## config.mk

```make
export PLATFORM = sky130hd
export DESIGN_NAME = adc_sequencer_result_transfer
export DESIGN_NICKNAME = d
export VERILOG_FILES = /design/src/hdl/adc_seq_pkg.sv /design/src/hdl/adc_sequencer_result_transfer.sv
export SDC_FILE = /design/constraint.sdc
export NUM_CORES = 1
export LEC_CHECK = 0
export BUFFER_PORTS_ARGS = -buffer_cell sky130_fd_sc_hd__buf_4
export CAP_MARGIN = 20
export CORE_MARGIN = 2
export CORE_UTILIZATION = 50
export DETAILED_ROUTE_END_ITERATION = 8
export MAX_ROUTING_LAYER = met4
export PLACE_DENSITY = 0.74
export REMOVE_ABC_BUFFERS = 1
export SLEW_MARGIN = 0
export SYNTH_ARGS = -nofsm -noshare
export SYNTH_HDL_FRONTEND = slang
export SYNTH_SLANG_ARGS = --single-unit
export TNS_END_PERCENT = 20
```

## constraint.sdc

```tcl
create_clock -name core_clk -period 5.65 [get_ports core_clk]
set_input_delay 1.13 -clock core_clk [delete_from_list [all_inputs] [get_ports core_clk]]
set_output_delay 1.13 -clock core_clk [all_outputs]
set_load 0.02 [all_outputs]
```

## src/hdl/adc_seq_pkg.sv

```systemverilog
// Constants and types for the converter sequencer and result transfer engine.
// Assumes one 25 MHz core clock and an APB master with 8-bit byte addresses.
package adc_seq_pkg;
    // Register byte offsets
    localparam logic [7:0]  CTRL0_OFS      = 8'h00;
    localparam logic [7:0]  CTRL1_OFS      = 8'h04;
    localparam logic [7:0]  RESULT_OFS     = 8'h08;
    localparam logic [7:0]  XCTRL_OFS      = 8'h0c;
    localparam logic [7:0]  XCOUNT_OFS     = 8'h10;
    localparam logic [7:0]  XSTART_OFS     = 8'h14;
    // Control register 0 fields
    localparam int          START_BIT      = 0;
    localparam int          ENABLE_BIT     = 1;
    localparam int          FLAG_BIT       = 2;
    localparam int          IE_BIT         = 3;
    localparam int          AUTO_BIT       = 7;
    // Control register 1 fields
    localparam int          MODE_LSB       = 0;
    localparam int          BUSY_BIT       = 2;
    localparam int          CHAN_LSB       = 12;
    // Transfer control fields
    localparam int          B1_BIT         = 0;
    localparam int          CONT_BIT       = 1;
    localparam int          TWOB_BIT       = 2;
    // Values after reset
    localparam logic [15:0] START_ADDR_RST = 16'h0200;
    // Sequence modes and temperature channel
    localparam logic [1:0]  MODE_SINGLE    = 2'h0;
    localparam logic [1:0]  MODE_SEQ       = 2'h1;
    localparam logic [1:0]  MODE_REP       = 2'h2;
    localparam logic [1:0]  MODE_REPSEQ    = 2'h3;
    localparam logic [3:0]  TEMP_CHANNEL   = 4'ha;
    // Timing
    localparam logic [3:0]  SAMPLE_LAST    = 4'h3;
    localparam logic [3:0]  CONVERT_LAST   = 4'hc;
    localparam int          CLK_PERIOD_NS  = 40;
    localparam int          WAKE_TIME_NS   = 6000;
    localparam int          WAKE_CYCLES    = (WAKE_TIME_NS / CLK_PERIOD_NS < 1) ? 1 : WAKE_TIME_NS / CLK_PERIOD_NS;
    localparam logic [7:0]  WAKE_LAST      = 8'(WAKE_CYCLES - 1);

    typedef enum logic [1:0] {CV_IDLE, CV_SAMPLE, CV_CONVERT} conv_state_type;
    typedef enum logic [1:0] {XF_IDLE, XF_WAKE, XF_SYNC, XF_MOVE} xfer_state_type;
endpackage

```

## src/hdl/adc_sequencer_result_transfer.sv

```systemverilog
// Sequencer for a 10-bit converter with an embedded result transfer engine.
// Assumes an APB master, an analog core that returns convResult at conversion end,
// and a memory bus that accepts a one-cycle write while the processor is halted.
module adc_sequencer_result_transfer (
    // Clock and reset
    input  wire logic        core_clk,
    input  wire logic        arst_n,
    // APB slave
    input  wire logic        psel,
    input  wire logic        penable,
    input  wire logic        pwrite,
    input  wire logic [7:0]  paddr,
    input  wire logic [31:0] pwdata,
    output logic      [31:0] prdata,
    output logic             pready,
    output logic             pslverr,
    // Analog core
    input  wire logic        sampleTriggerInput,
    input  wire logic [9:0]  convResult,
    output logic             samplingOn,
    output logic             convertingOn,
    output logic      [3:0]  activeChannel,
    output logic             tempRefOn,
    // Memory bus and clock system
    input  wire logic        mainClkStopped,
    output logic             memWrite,
    output logic      [15:0] memAddr,
    output logic      [15:0] memWdata,
    output logic             cpuHalt,
    output logic             mainClkRun,
    // Interrupt
    input  wire logic        globalIrqEnable,
    input  wire logic        irqAck,
    output logic             irqRequest
);

    adc_seq_pkg::conv_state_type cState_r;
    adc_seq_pkg::xfer_state_type xState_r;
    logic        enable_r;
    logic        autoRep_r;
    logic        ie_r;
    logic        flag_r;
    logic [1:0]  mode_r;
    logic [3:0]  chanSel_r;
    logic [9:0]  result_r;
    logic [7:0]  xCount_r;
    logic [15:0] startAddr_r;
    logic        twoBlock_r;
    logic        cont_r;
    logic [3:0]  cycCnt_r;
    logic [3:0]  curChan_r;
    logic        seqActive_r;
    logic        lockout_r;
    logic        resultLoad_r;
    logic        swStart_r;
    logic        trigSync1_r;
    logic        trigSync2_r;
    logic        trigSync3_r;
    logic        trigLevel_r;
    logic        trigRise_r;
    logic [15:0] xPtr_r;
    logic [7:0]  xCnt_r;
    logic        b1Full_r;
    logic        xStopped_r;
    logic [7:0]  wakeCnt_r;
    logic [31:0] rdMux;
    logic        wrCycle;
    logic        mapped;
    logic        startReq;
    logic        trigOk;
    logic        abortNow;
    logic        convDone;
    logic        seqMore;
    logic        autoNext;
    logic        xEnabled;
    logic        blockDone;
    logic        flagSet;

    // APB decode; every access completes without wait states
    assign wrCycle = psel && penable && pwrite;
    assign mapped  = (paddr == adc_seq_pkg::CTRL0_OFS) || (paddr == adc_seq_pkg::CTRL1_OFS)
                  || (paddr == adc_seq_pkg::RESULT_OFS) || (paddr == adc_seq_pkg::XCTRL_OFS)
                  || (paddr == adc_seq_pkg::XCOUNT_OFS) || (paddr == adc_seq_pkg::XSTART_OFS);
    assign pready  = 1'b1;
    assign pslverr = psel && penable && !mapped;

    always_comb
    begin
        rdMux = 32'h0000_0000;
        unique case (paddr)
            adc_seq_pkg::CTRL0_OFS:
            begin
                rdMux[adc_seq_pkg::ENABLE_BIT] = enable_r;
                rdMux[adc_seq_pkg::FLAG_BIT]   = flag_r;
                rdMux[adc_seq_pkg::IE_BIT]     = ie_r;
                rdMux[adc_seq_pkg::AUTO_BIT]   = autoRep_r;
            end
            adc_seq_pkg::CTRL1_OFS:
            begin
                rdMux[adc_seq_pkg::MODE_LSB +: 2] = mode_r;
                rdMux[adc_seq_pkg::BUSY_BIT]      = (cState_r != adc_seq_pkg::CV_IDLE) || seqActive_r;
                rdMux[adc_seq_pkg::CHAN_LSB +: 4] = chanSel_r;
            end
            adc_seq_pkg::RESULT_OFS: rdMux[9:0] = result_r;
            adc_seq_pkg::XCTRL_OFS:
            begin
                rdMux[adc_seq_pkg::B1_BIT]   = b1Full_r;
                rdMux[adc_seq_pkg::CONT_BIT] = cont_r;
                rdMux[adc_seq_pkg::TWOB_BIT] = twoBlock_r;
            end
            adc_seq_pkg::XCOUNT_OFS: rdMux[7:0]  = xCount_r;
            adc_seq_pkg::XSTART_OFS: rdMux[15:0] = startAddr_r;
            default:                 rdMux      = 32'h0000_0000;
        endcase
    end

    // Read data captured in the setup phase, stable through the access phase
    always_ff @(posedge core_clk or negedge arst_n)
        if (!arst_n)
            prdata <= 32'h0000_0000;
        else if (psel && !penable)
            prdata <= rdMux;

    // Software registers; channel and mode only change while disabled
    always_ff @(posedge core_clk or negedge arst_n)
        if (!arst_n)
        begin
            enable_r    <= 1'b0;
            autoRep_r   <= 1'b0;
            ie_r        <= 1'b0;
            mode_r      <= adc_seq_pkg::MODE_SINGLE;
            chanSel_r   <= 4'h0;
            xCount_r    <= 8'h00;
            startAddr_r <= adc_seq_pkg::START_ADDR_RST;
            twoBlock_r  <= 1'b0;
            cont_r      <= 1'b0;
            swStart_r   <= 1'b0;
        end
        else
        begin
            swStart_r <= wrCycle && (paddr == adc_seq_pkg::CTRL0_OFS) && pwdata[adc_seq_pkg::START_BIT];
            if (wrCycle && paddr == adc_seq_pkg::CTRL0_OFS)
            begin
                enable_r  <= pwdata[adc_seq_pkg::ENABLE_BIT];
                ie_r      <= pwdata[adc_seq_pkg::IE_BIT];
                autoRep_r <= pwdata[adc_seq_pkg::AUTO_BIT];
            end
            if (wrCycle && paddr == adc_seq_pkg::CTRL1_OFS && !enable_r)
            begin
                mode_r    <= pwdata[adc_seq_pkg::MODE_LSB +: 2];
                chanSel_r <= pwdata[adc_seq_pkg::CHAN_LSB +: 4];
            end
            if (wrCycle && paddr == adc_seq_pkg::XCTRL_OFS)
            begin
                twoBlock_r <= pwdata[adc_seq_pkg::TWOB_BIT];
                cont_r     <= pwdata[adc_seq_pkg::CONT_BIT];
            end
            if (wrCycle && paddr == adc_seq_pkg::XCOUNT_OFS)
                xCount_r <= pwdata[7:0];
            if (wrCycle && paddr == adc_seq_pkg::XSTART_OFS)
                startAddr_r <= pwdata[15:0];
        end

    // Trigger pin: a rising level change counts once the second and third stages agree
    always_ff @(posedge core_clk or negedge arst_n)
        if (!arst_n)
        begin
            trigSync1_r <= 1'b0;
            trigSync2_r <= 1'b0;
            trigSync3_r <= 1'b0;
            trigLevel_r <= 1'b0;
            trigRise_r  <= 1'b0;
        end
        else
        begin
            trigSync1_r <= sampleTriggerInput;
            trigSync2_r <= trigSync1_r;
            trigSync3_r <= trigSync2_r;
            if (trigSync2_r == trigSync3_r)
                trigLevel_r <= trigSync3_r;
            trigRise_r <= (trigSync2_r == trigSync3_r) && trigSync3_r && !trigLevel_r;
        end

    assign startReq = swStart_r || trigRise_r;
    // A sequence still running after enable drops keeps taking its triggers
    assign trigOk   = startReq && !lockout_r && (cState_r == adc_seq_pkg::CV_IDLE)
                   && (enable_r || seqActive_r);
    assign abortNow = !enable_r && (mode_r == adc_seq_pkg::MODE_SINGLE);
    assign convDone = (cState_r == adc_seq_pkg::CV_CONVERT) && (cycCnt_r == 4'h0);
    assign seqMore  = mode_r[0] && (curChan_r != 4'h0);
    // Mid-sequence continues regardless of enable; repeats need enable
    assign autoNext = seqMore ? autoRep_r : (mode_r[1] && enable_r && autoRep_r);

    // Conversion sequencer
    always_ff @(posedge core_clk or negedge arst_n)
        if (!arst_n)
        begin
            cState_r    <= adc_seq_pkg::CV_IDLE;
            cycCnt_r    <= 4'h0;
            curChan_r   <= 4'h0;
            seqActive_r <= 1'b0;
        end
        else if (abortNow)
        begin
            cState_r    <= adc_seq_pkg::CV_IDLE;
            seqActive_r <= 1'b0;
        end
        else
        begin
            unique case (cState_r)
                adc_seq_pkg::CV_IDLE:
                    if (trigOk)
                    begin
                        cState_r    <= adc_seq_pkg::CV_SAMPLE;
                        cycCnt_r    <= adc_seq_pkg::SAMPLE_LAST;
                        seqActive_r <= mode_r[0];
                        if (!seqActive_r)
                            curChan_r <= chanSel_r;
                    end
                adc_seq_pkg::CV_SAMPLE:
                    if (cycCnt_r == 4'h0)
                    begin
                        cState_r <= adc_seq_pkg::CV_CONVERT;
                        cycCnt_r <= adc_seq_pkg::CONVERT_LAST;
                    end
                    else
                        cycCnt_r <= cycCnt_r - 4'h1;
                adc_seq_pkg::CV_CONVERT:
                    if (cycCnt_r != 4'h0)
                        cycCnt_r <= cycCnt_r - 4'h1;
                    else
                    begin
                        cState_r    <= autoNext ? adc_seq_pkg::CV_SAMPLE : adc_seq_pkg::CV_IDLE;
                        cycCnt_r    <= adc_seq_pkg::SAMPLE_LAST;
                        curChan_r   <= seqMore ? curChan_r - 4'h1 : chanSel_r;
                        seqActive_r <= seqMore || (mode_r[0] && autoNext);
                    end
                default: cState_r <= adc_seq_pkg::CV_IDLE;
            endcase
        end

    // Auto-repeat lockout: released by the end of a single sequence or enable low
    always_ff @(posedge core_clk or negedge arst_n)
        if (!arst_n)
            lockout_r <= 1'b0;
        else if (!enable_r)
            lockout_r <= 1'b0;
        else if (trigOk && autoRep_r && mode_r != adc_seq_pkg::MODE_SINGLE)
            lockout_r <= 1'b1;
        else if (convDone && mode_r == adc_seq_pkg::MODE_SEQ && !seqMore)
            lockout_r <= 1'b0;

    // Result register, loaded the edge after conversion end
    always_ff @(posedge core_clk or negedge arst_n)
        if (!arst_n)
        begin
            result_r     <= 10'h000;
            resultLoad_r <= 1'b0;
        end
        else
        begin
            resultLoad_r <= convDone;
            if (convDone)
                result_r <= convResult;
        end

    assign samplingOn    = (cState_r == adc_seq_pkg::CV_SAMPLE);
    assign convertingOn  = (cState_r == adc_seq_pkg::CV_CONVERT);
    assign activeChannel = curChan_r;
    // Reference only; output pin and reference selection are untouched
    assign tempRefOn     = (chanSel_r == adc_seq_pkg::TEMP_CHANNEL);

    // Transfer engine
    assign xEnabled  = (xCount_r != 8'h00);
    assign blockDone = (xState_r == adc_seq_pkg::XF_MOVE) && (xCnt_r == 8'h01);

    always_ff @(posedge core_clk or negedge arst_n)
        if (!arst_n)
        begin
            xState_r  <= adc_seq_pkg::XF_IDLE;
            wakeCnt_r <= 8'h00;
        end
        else
        begin
            unique case (xState_r)
                adc_seq_pkg::XF_IDLE:
                    if (resultLoad_r && xEnabled && !xStopped_r)
                    begin
                        // Clock restart costs the oscillator wake time
                        xState_r  <= mainClkStopped ? adc_seq_pkg::XF_WAKE : adc_seq_pkg::XF_SYNC;
                        wakeCnt_r <= adc_seq_pkg::WAKE_LAST;
                    end
                adc_seq_pkg::XF_WAKE:
                    if (wakeCnt_r == 8'h00)
                        xState_r <= adc_seq_pkg::XF_SYNC;
                    else
                        wakeCnt_r <= wakeCnt_r - 8'h01;
                adc_seq_pkg::XF_SYNC: xState_r <= adc_seq_pkg::XF_MOVE;
                adc_seq_pkg::XF_MOVE: xState_r <= adc_seq_pkg::XF_IDLE;
            endcase
        end

    // Pointer and counter; a count or start write re-initialises the engine
    always_ff @(posedge core_clk or negedge arst_n)
        if (!arst_n)
        begin
            xPtr_r     <= adc_seq_pkg::START_ADDR_RST;
            xCnt_r     <= 8'h00;
            b1Full_r   <= 1'b0;
            xStopped_r <= 1'b0;
        end
        else if (wrCycle && paddr == adc_seq_pkg::XSTART_OFS)
        begin
            xPtr_r     <= pwdata[15:0];
            xCnt_r     <= xCount_r;
            b1Full_r   <= 1'b0;
            xStopped_r <= 1'b0;
        end
        else if (wrCycle && paddr == adc_seq_pkg::XCOUNT_OFS)
        begin
            xPtr_r     <= startAddr_r;
            xCnt_r     <= pwdata[7:0];
            b1Full_r   <= 1'b0;
            xStopped_r <= 1'b0;
        end
        else if (xState_r == adc_seq_pkg::XF_MOVE)
        begin
            xPtr_r <= xPtr_r + 16'h0002;
            xCnt_r <= xCnt_r - 8'h01;
            if (blockDone)
            begin
                if (twoBlock_r && !b1Full_r)
                begin
                    b1Full_r <= 1'b1;
                    xCnt_r   <= xCount_r;
                end
                else
                begin
                    b1Full_r <= 1'b0;
                    if (cont_r)
                    begin
                        xPtr_r <= startAddr_r;
                        xCnt_r <= xCount_r;
                    end
                    else
                        xStopped_r <= 1'b1;
                end
            end
        end

    assign memWrite   = (xState_r == adc_seq_pkg::XF_MOVE);
    assign cpuHalt    = (xState_r == adc_seq_pkg::XF_MOVE);
    assign memAddr    = xPtr_r;
    assign memWdata   = {6'h00, result_r};
    // Main clock requested only while a transfer is under way
    assign mainClkRun = (xState_r != adc_seq_pkg::XF_IDLE);

    // Flag: a set in the same cycle as a clear wins
    assign flagSet = (resultLoad_r && !xEnabled) || blockDone;
    always_ff @(posedge core_clk or negedge arst_n)
        if (!arst_n)
            flag_r <= 1'b0;
        else if (flagSet)
            flag_r <= 1'b1;
        else if (wrCycle && paddr == adc_seq_pkg::CTRL0_OFS)
            flag_r <= pwdata[adc_seq_pkg::FLAG_BIT];
        else if (irqAck)
            flag_r <= 1'b0;

    assign irqRequest = flag_r && ie_r && globalIrqEnable;
endmodule

```

---- Word-level counts from Yosys, hierarchy flattened ----
Index checks and enable logic that the tools add are counted.
storage, ports and cells
  input port bits ......................... 59
  output and inout port bits .............. 77
  flip-flop bits (word level) ............. 117
operators by class
  bitwise logic cells ..................... 1
  multiplexer cells ....................... 64
  eq/ne operators ......................... 26
  reduce and logical (&&, ||, !) cells .... 79
  $add $sub $neg .......................... 5
operator list
  cell                                                    count
  two-way mux 16 bit                                      6
  two-way mux 8 bit                                       8
  logical AND 1 bit                                       33
  two-way mux 4 bit                                       7
  two-way mux 1 bit                                       22
  adder 16 x 2 -> 16 bit (second input constant)          1
  == test 8 x 4 -> 1 bit (second input constant)          2
  == test 8 x 5 -> 1 bit (second input constant)          2
  zero test 8 bit                                         2
  two-way mux 2 bit                                       8
  case mux 4 bit (2 select lines)                         2
  case mux 8 bit (2 select lines)                         1
  subtractor 8 x 1 -> 8 bit (second input constant)       2
  nonzero test 3 bit                                      5
  inequality test 2 bit (second input constant)           6
  case mux 2 bit (6 select lines)                         1
  case mux 4 bit (3 select lines)                         1
  AND reduction 3 bit                                     4
  logical OR 1 bit                                        10
  nonzero test 2 bit                                      5
  zero test 1 bit                                         9
  inequality test 3 x 1 -> 1 bit (second input constant)  3
  inequality test 3 bit (second input constant)           3
  case mux 3 bit (3 select lines)                         1
  other kinds (21)                                        31

---- Longest topological paths before layout ----
Gate-level depths: netlist of run 1.
  word-level depth ........................ 8
  mapped depth ............................ 8

---- Worst setup path before layout of run 1 ----
Ideal clock, no wire load.
  kind .................................... input-to-output
  start point ............................. input paddr[5]
  end point ............................... output pslverr
  stages .................................. 4
  data arrival time ....................... 1912 ps
  setup slack ............................. 2608 ps
  cells stage by stage .................... or3_1 buf_6 a21oi_1 a21oi_1
between the ends
  word-level cells in the longest chain between the ends .. 8
  elaborated cells on any way between the ends .. 13
  those cells by class .................... 5 x eq/ne; 8 x reduce/logical
RTL lines
  item                                                       line                                 RTL
  start, declared                                            adc_sequencer_result_transfer.sv:12  input wire logic [7:0] paddr,
  == test 8 x 3 -> 1 bit or zero test 8 bit (tied branches)  adc_sequencer_result_transfer.sv:81  assign mapped = (paddr == adc_seq_pkg::CTRL0_OFS) || (paddr == adc_seq_pkg::CTRL1_OFS)
  logical OR 1 bit                                           adc_sequencer_result_transfer.sv:81
  logical OR 1 bit (2 in a row)                              adc_sequencer_result_transfer.sv:82  || (paddr == adc_seq_pkg::RESULT_OFS) || (paddr == adc_seq_pkg::XCTRL_OFS)
  logical OR 1 bit                                           adc_sequencer_result_transfer.sv:83  || (paddr == adc_seq_pkg::XCOUNT_OFS) || (paddr == adc_seq_pkg::XSTART_OFS);
  logical OR 1 bit (*)                                       adc_sequencer_result_transfer.sv:83
  zero test 1 bit (*)                                        adc_sequencer_result_transfer.sv:85  assign pslverr = psel && penable && !mapped;
  logical AND 1 bit (*)                                      adc_sequencer_result_transfer.sv:85
  end, declared                                              adc_sequencer_result_transfer.sv:16  output logic pslverr,
Mark *: on every way between the ends. The rest lies on a longest branch, timed or not.

---- Worst setup path in the final report of run 1 ----
Ends and elaborated chain as after synthesis.

==> results of run 1 <==
cells by family (layout without fill, tap and decap cells):
group | count (synthesis) | count (layout)
AO/OA/AOI/OAI | 160 | 160
flip-flops | 117 | 117
other | 2 | 23
AND/OR/NAND/NOR | 264 | 264
XOR/XNOR | 13 | 13
multiplexers | 38 | 38
adder cells (fa/ha/maj) | 16 | 16
buffers and inverters | 79 | 162
critical path, delay by kind of cell:
| kind | cells | cell delay, ns |
|---|---|---|
| AOI/OAI and AO/OA | 2 | 0.35 |
| and+or+nand+nor | 1 | 0.54 |
| buffers and inverters | 2 | 0.30 |
registers in the layout (all words and copies together), names as in the netlist, 2 cells and up:
signal         cells
wakeCnt_r          8
prdata            16
chanSel_r          4
xState_r           2
result_r          10
xCnt_r             8
activeChannel      4
mode_r             2
cState_r           2
xCount_r           8
memAddr           16
cycCnt_r           4
startAddr_r       16
power by group:
group | internal, uW | switching [uW] | total [uW] | leakage, uW
Sequential | 864 | 24.1 | 888 | 0.00156
Clock | 714 | 388 | 1100 | 0.000280
Combinational | 78.0 | 115 | 193 | 0.00187
Total | 1660 | 528 | 2180 | 0.00371
cell type report:
class	instances	area (sq um)	share of cell area
Multi-Input combinational cell	514	3280	0.415
Sequential cell	117	2930	0.370
Timing Repair Buffer	102	773	0.0977
Clock buffer	20	457	0.0577
Tap cell	172	215	0.0272
Clock inverter	12	154	0.0194
Inverter	28	105	0.0133
how the worst max path moves through the flow:
stage / endpoint / cells after the start / start / slack, ns
after floorplan: pslverr / 3 / paddr[5] / 2.56
after global placement: memAddr[7]$_DFFE_PN0P_ / 6 / paddr[5] / 2.10
after detailed placement: memAddr[1]$_DFFE_PN0P_ / 6 / paddr[5] / 2.05
after CTS: pslverr / 5 / paddr[5] / 2.23
after global routing: pslverr / 5 / paddr[5] / 2.18
final: pslverr / 5 / paddr[5] / 2.19
metrics by stage:
step	setup slack [ns]	hold WS (ns)	instance area [sq um]
finish	2.19	0.348	7920
CTS	2.23	0.354	7890
global route	2.18	0.360	7920
detailed placement	2.05	0.341	7280
floorplan	2.56	0.331	6320
global placement	2.10	0.335	7270
cells in the final DEF, fill, tap and decap left out, types with 5 or more instances in the layout:
cell type | synthesis | final
sky130_fd_sc_hd__dfrtp_1 | 115 | 115
sky130_fd_sc_hd__buf_4 | 27 | 100
sky130_fd_sc_hd__nand2_1 | 97 | 97
sky130_fd_sc_hd__nor2_1 | 52 | 52
sky130_fd_sc_hd__inv_1 | 28 | 28
sky130_fd_sc_hd__mux2_2 | 28 | 28
sky130_fd_sc_hd__a21oi_1 | 25 | 25
sky130_fd_sc_hd__o21ai_0 | 25 | 25
sky130_fd_sc_hd__conb_1 | 2 | 23
sky130_fd_sc_hd__a31oi_1 | 20 | 20
sky130_fd_sc_hd__nand3_1 | 17 | 17
sky130_fd_sc_hd__clkbuf_16 | 0 | 17
sky130_fd_sc_hd__ha_1 | 16 | 16
sky130_fd_sc_hd__nor3_1 | 15 | 15
sky130_fd_sc_hd__o22ai_1 | 13 | 13
sky130_fd_sc_hd__nor4_1 | 11 | 11
sky130_fd_sc_hd__nand2b_1 | 11 | 11
sky130_fd_sc_hd__o211ai_1 | 10 | 10
sky130_fd_sc_hd__mux2i_1 | 10 | 10
sky130_fd_sc_hd__a221oi_1 | 7 | 7
sky130_fd_sc_hd__xnor2_1 | 7 | 7
sky130_fd_sc_hd__a211oi_1 | 6 | 6
sky130_fd_sc_hd__a22oi_1 | 6 | 6
sky130_fd_sc_hd__xor2_1 | 6 | 6
sky130_fd_sc_hd__a222oi_1 | 6 | 6
sky130_fd_sc_hd__clkinvlp_4 | 0 | 6
sky130_fd_sc_hd__or3_1 | 5 | 5
sky130_fd_sc_hd__or4_1 | 5 | 5
sky130_fd_sc_hd__nor2b_1 | 5 | 5
sky130_fd_sc_hd__o31ai_1 | 5 | 5
sky130_fd_sc_hd__a22o_1 | 5 | 5
sky130_fd_sc_hd__and2_4 | 5 | 5
per-layer routing:
| metal | global-route usage | share of wire |
|---|---|---|
| met2 | 0.415 | 0.48 |
| met5 | - | 0 |
| met3 | 0.0627 | 0.089 |
| met1 | 0.341 | 0.40 |
| met4 | 0.121 | 0.031 |
==> metrics.md, run 1 <==
| Metric | Value |
|---|---|
| Post-cts resize count | `0` |
| Leading cell types by total area after synthesis | `sky130_fd_sc_hd__dfrtp_1 44%, sky130_fd_sc_hd__nand2_1 5.5%, sky130_fd_sc_hd__mux2_2 4.8%` |
| Final hold viol count | `0` |
| Post-synthesis to final-layout area growth | `20.7%` |
| Share of the synthesized area in the top cell type | `0.439` |
| Post-DR wirelength/cell | `18.5 microns` |
| Number of antenna repair diodes | `0` |
| Compound-gate portion of the synthesized area | `0.169` |
| Die W | `119 microns` |
| Simple-gate share of the synthesized area | `0.207` |
| Async S/R FF share, synth | `1.00` |
| Number of slew-limit violations in the final report | `0` |
| Static Leakage | `0.00371 uW` |
| Number of buffers added on ports | `96` |
| Root Buffer Master | `sky130_fd_sc_hd__clkbuf_16` |
| Vias in the first global route | `5651` |
| PD cells | `~280 nW/um^2` |
| I/O pin cnt | `136` |
| Peak fanout along the critical path | `9` |
| Clock skew | `0.0102 ns` |
| Post-Synth Adder-Cell Area | `0.0305` |
| Synthesized instance count | `~690` |
| Routed wire length | `17900 microns` |
| Count of nets left with antenna violations after detail routing | `0` |
| Status | `finished, final reports clean` |
| TritonCTS Buffers | `17` |
| Antenna violations before repair | `0` |
| Flip-flop cell with the highest count after synthesis | `sky130_fd_sc_hd__dfrtp_1` |
| Share of the synthesized netlist area taken by xor and xnor gates | `0.0174` |
| Depth of the worst register-to-register path | `5` |
| Maximum level of the CTS H-tree | `4` |
| Overflow left after global routing | `0` |
| Placed cells | `930` |
| Largest net degree at the start of global routing | `70` |
| Initial core utilization | `0.516` |
| DR iter-0 viols | `562` |
| Total number of nets in the final design | `~860` |
| Max capacitance violation total | `0` |
| Post-detail-place hpwl | `12600 microns` |
| Final worst-path cycle share | `0.612` |
| Fillcell total | `1099` |
| Hold bufs inserted after CTS | `0` |
| Leading post-synthesis cells by instance count | `115 x sky130_fd_sc_hd__dfrtp_1, 97 x sky130_fd_sc_hd__nand2_1, 52 x sky130_fd_sc_hd__nor2_1, 28 x sky130_fd_sc_hd__inv_1, 28 x sky130_fd_sc_hd__mux2_2` |
| Synthesized area divided by synthesized cell count | `roughly 9.5 sq um` |
| Warnings from Yosys | `0` |
| Clk buf depth | `2` |
| CP endpoint kind | `output pin` |
| Accumulated negative setup slack | `0 ns` |
| Via density per instance | `5.99` |
| Global-route wire length before repair | `29100 microns` |
| Yosys cell types | `74` |
| Cell type with the highest aggregate area in the netlist | `sky130_fd_sc_hd__dfrtp_1` |
| Instance count along the most critical hold path | `0` |
| Critical-path cell with the highest stage delay | `sky130_fd_sc_hd__or3_1` |
| Hold-critical path endpoint | `trigSync2_r$_DFF_PN0_` |
| Die Footprint | `14100 sq um` |
| Post-CTS setup-driven buffer insertion count | `0` |
| Number of clock sinks | `117` |
| Critical R2R Launch | `xCnt_r[2]$_DFFE_PN0P_` |
| Endpoint of the lowest-slack register-to-register path | `memAddr[5]$_DFFE_PN0P_` |
| Combinational family with the most area after synthesis | `simple AND/OR/NAND/NOR gates` |
| Arrival time at the worst endpoint | `2.33 ns` |
| Unrepaired setup endpoints after global routing | `false` |
| Largest stage delay on the critical path | `0.54 ns` |
| Setup Crit Path Kind | `input pin to output pin` |
| Post-layout utilization of the core | `0.622` |
| Worst skew pair latency | `0.42 ns` |
| Worst path required time | `4.52 ns` |
| HP Start | `trigSync1_r$_DFF_PN0_` |
| Non-filler cells in the finished layout | `965` |
| CP Launch Type | `input pin` |
| EDFF count, synth | `0` |
| Worst-margin pin slew | `1.19 ns` |
| Clock transition at the register clock pins on the worst setup and hold paths after CTS | `approximately 0.050 ns` |
| Final-report setup violation count | `0` |
| Overall power of the completed layout | `2180 uW` |
| Core outline area | `12700 sq um` |
| Post-Synthesis Cell Area | `roughly 6600 sq um` |
| Final estimated routing congestion in global placement | `0.897` |
| Maximum frequency from static timing analysis | `a little under 300 MHz` |
| Share of cell area taken by muxes after synthesis | `0.0633` |
| Gr usage total | `0.270` |
| Most frequent cell after synthesis | `sky130_fd_sc_hd__dfrtp_1` |
| Register-to-Register Setup Slack | `2.93 ns` |
| Overall via count from detail_route | `5785` |
| Chip height | `around 120 microns` |
| Number of search-and-repair iterations in the first detailed-routing pass | `5` |
| Sequential-to-total area share from yosys stat | `0.447` |
| Cell-by-cell listing of the critical path | `buf_4 -> or3_1 -> a21oi_1 -> a21oi_1 -> buf_4` |
| Number of rows created at floorplan | `41` |
| Post-detailed-route DRC marker count | `0` |
| TritonCTS clock tree | `built` |
| Fraction of final layout cells sized beyond drive strength 1 | `0.237` |
| Flip-flop and latch count after synthesis | `117` |
| Worst voltage drop across the vdd grid | `130 uV` |
| Final Critical Period | `3.46 ns` |
| Relative slew slack | `0.198` |
| Path type of the worst min-delay path | `register to register` |
(Power assumes the default switching activity.)
==> inputs of run 2 (changes only) <==
PLACE_DENSITY = 0.77   (was 0.74)
clock period = 2.9 ns   (was 5.65 ns; I/O delays follow)
==> run 2 against run 1 <==
Setup slack lost 1.7 ns. Combinational power grew 100%. Non-clock buffer count grew 16. Routed wire length grew 1.9%. Cell count grew 1.6%. Total power grew 81%. Clock-buffer cell count grew 6. Worst hold slack lost 0.14 ns. Clock power grew 66%. Via count grew 1.3%. Die area is the same. First-iteration DRC count grew 7.8%. Critical endpoint is now memAddr[11]$_DFFE_PN0P_.
==> metrics.md, run 2 (same netlist as run 1, synthesis figures left out) <==
| Metric | Value |
|---|---|
| Status | `finished, final reports clean` |
| Top cell family by delay on the critical path | `simple AND/OR/NAND/NOR gates` |
| Number of buffers added on ports | `96` |
| Worst path required time | `approximately 3.2 ns` |
| Clock skew | `0.00470 ns` |
| Final estimated routing congestion in global placement | `slightly below 1` |
| Die Footprint | `14100 sq um` |
| Static Leakage | `0.00377 uW` |
| Antenna violations before repair | `0` |
| Arrival time at the worst endpoint | `2.66 ns` |
| Post-cts resize count | `0` |
| Chip height | `119 microns` |
| PD cells | `497 nW/um^2` |
| Gr usage total | `0.274` |
| Post-detail-place hpwl | `13200 microns` |
| Total number of nets in the final design | `871` |
| Largest net degree at the start of global routing | `50` |
| Setup Crit Path Kind | `register to register` |
| Commonest non-fill, non-tap cell in the layout | `sky130_fd_sc_hd__buf_4` |
| Final hold viol count | `0` |
| Cell-by-cell listing of the critical path | `inv_1 -> ha_1 -> nor4bb_1 -> nand4b_1 -> nand2_1 -> nor2_1 -> o311ai_0` |
| TritonCTS clock tree | `built` |
| Clk buf depth | `2` |
| Final worst-path cycle share | `0.814` |
| Number of antenna repair diodes | `0` |
| Fillcell total | `1073` |
| Relative slew slack | `0.474` |
| Critical-path cell with the highest stage delay | `sky130_fd_sc_hd__nand2_1` |
| Clock transition at the register clock pins on the worst setup and hold paths after CTS | `0.05 ns` |
| Maximum level of the CTS H-tree | `4` |
| Overflow left after global routing | `0` |
| I/O pin cnt | `136` |
| TritonCTS Buffers | `17` |
| Reg area | `around 2900 sq um` |
| Number of gates on the worst path with buffers counted | `7` |
| Hold bufs inserted after CTS | `0` |
| Number of slew-limit violations in the final report | `0` |
| Unrepaired setup endpoints after global routing | `false` |
| Post-CTS setup-driven buffer insertion count | `0` |
| Number of rows created at floorplan | `41` |
| Path type of the worst min-delay path | `input pin to async pin` |
| Fraction of final layout cells sized beyond drive strength 1 | `0.245` |
| Overall via count from detail_route | `5862` |
| Die W | `119 microns` |
| Number of search-and-repair iterations in the first detailed-routing pass | `7` |
| CP Launch Type | `register` |
| Post-place instance area | `about 7400 sq um` |
| Initial core utilization | `0.516` |
| Leading cell types in the layout, fill and taps excluded | `117 x sky130_fd_sc_hd__buf_4, 115 x sky130_fd_sc_hd__dfrtp_1, 97 x sky130_fd_sc_hd__nand2_1` |
| Depth of the worst register-to-register path | `7` |
| CP endpoint kind | `register` |
| Final-report setup violation count | `0` |
| Area taken by multi-input logic gates | `roughly 3300 sq um` |
| Number of clock sinks | `117` |
| Finished layout cell area | `7950 sq um` |
| Post-synthesis to final-layout area growth | `21.1%` |
| Total met2 wirelength after detailed routing | `between 8000 and 9000 microns` |
| Root Buffer Master | `sky130_fd_sc_hd__clkbuf_16` |
| Highest metal layer with signal wires | `met4` |
| Peak fanout along the critical path | `12` |
| Worst voltage drop across the vdd grid | `358 uV` |
| Post-DR wirelength/cell | `roughly 19 microns` |
| Max capacitance violation total | `0` |
| Largest stage delay on the critical path | `0.47 ns` |
| Worst skew pair latency | `0.41 ns` |
| Core outline area | `between 10000 and 15000 sq um` |
| CP bufs+invs | `1` |
| Via density per instance | `~6.0` |
| Global-route wire length before repair | `29600 microns` |
| Met3 Routed Length | `approximately 1300 microns` |
| DR iter-0 viols | `606` |
| Count of nets left with antenna violations after detail routing | `0` |
| M1 WL | `between 7000 and 8000 microns` |
| Register-to-Register Setup Slack | `around 0.54 ns` |
| Accumulated negative setup slack | `0 ns` |
| Routed wire length | `between 15000 and 20000 microns` |
| Vias in the first global route | `5833` |
| Final Critical Period | `2.36 ns` |
| Maximum frequency from static timing analysis | `around 420 MHz` |
| Worst-margin pin slew | `0.782 ns` |
| Post-detailed-route DRC marker count | `0` |
==> run 2: cell count changes in the layout (fill, tap and decap cells not counted), sizes merged <==
cell,before,now
clkinv,3,5
clkinvlp,6,0
bufinv,3,0
buf,102,118
clkbuf,20,26
==> run 2: worst paths after layout <==
path                                       start                           end
setup / recovery           xCnt_r[1]$_DFFE_PN0P_       memAddr[11]$_DFFE_PN0P_
hold / removal                            arst_n  activeChannel[0]$_DFFE_PN0P_
min in group core_clk         sampleTriggerInput         trigSync1_r$_DFF_PN0_
hold reg to reg            trigSync1_r$_DFF_PN0_         trigSync2_r$_DFF_PN0_
setup reg to reg           xCnt_r[1]$_DFFE_PN0P_       memAddr[11]$_DFFE_PN0P_
max in group asynchronous                 arst_n         xCnt_r[5]$_DFFE_PN0P_
==> run 2: layout make-up <==
| class | instances | share of cell area |
|---|---|---|
| inverter | 28 | 0.0132 |
| multi-input combinational | 514 | 0.413 |
| tap | 172 | 0.0271 |
| timing repair buffer | 118 | 0.113 |
| clock inverter | 5 | 0.00315 |
| sequential | 117 | 0.369 |
| clock buffer | 26 | 0.0616 |
==> run 2: through the flow <==
| step | power [uW] | std cells | setup slack [ns] | hold WS [ns] | utilization |
|---|---|---|---|---|---|
| 3_3_place_gp | 2130 | 949 | 0.337 | 0.336 | 0.584 |
| 4_1_cts | 3970 | 980 | 0.560 | 0.217 | 0.625 |
| 5_1_grt | 4100 | 980 | 0.207 | 0.249 | 0.625 |
| 2_1_floorplan | 1940 | 659 | 0.386 | 0.284 | - |
| 3_5_place_dp | 2140 | 949 | 0.301 | 0.335 | 0.584 |
| 6_report | 3950 | 980 | 0.539 | 0.207 | 0.625 |
==> run 2: metal layers <==
metal	GRT usage	vias up
met3	0.0613	42
met4	0.0982	0
met1	0.352	2881
met5	-	-
li1	-	2671
met2	0.429	268
==> run 2: worst reg2reg max path, cell delays in order (launching register included) <==
cell,delay [ns]
sky130_fd_sc_hd__dfrtp_1,0.43
sky130_fd_sc_hd__inv_1,0.12
sky130_fd_sc_hd__ha_1,0.17
sky130_fd_sc_hd__nor4bb_1,0.34
sky130_fd_sc_hd__nand4b_1,0.31
sky130_fd_sc_hd__nand2_1,0.48
sky130_fd_sc_hd__nor2_1,0.10
sky130_fd_sc_hd__o311ai_0,0.31
==> run 2: power breakdown <==
group | internal, uW | total (uW) | switching (uW)
Sequential | 1680 | 1730 | 48.4
Clock | 1140 | 1830 | 690
Combinational | 159 | 386 | 228
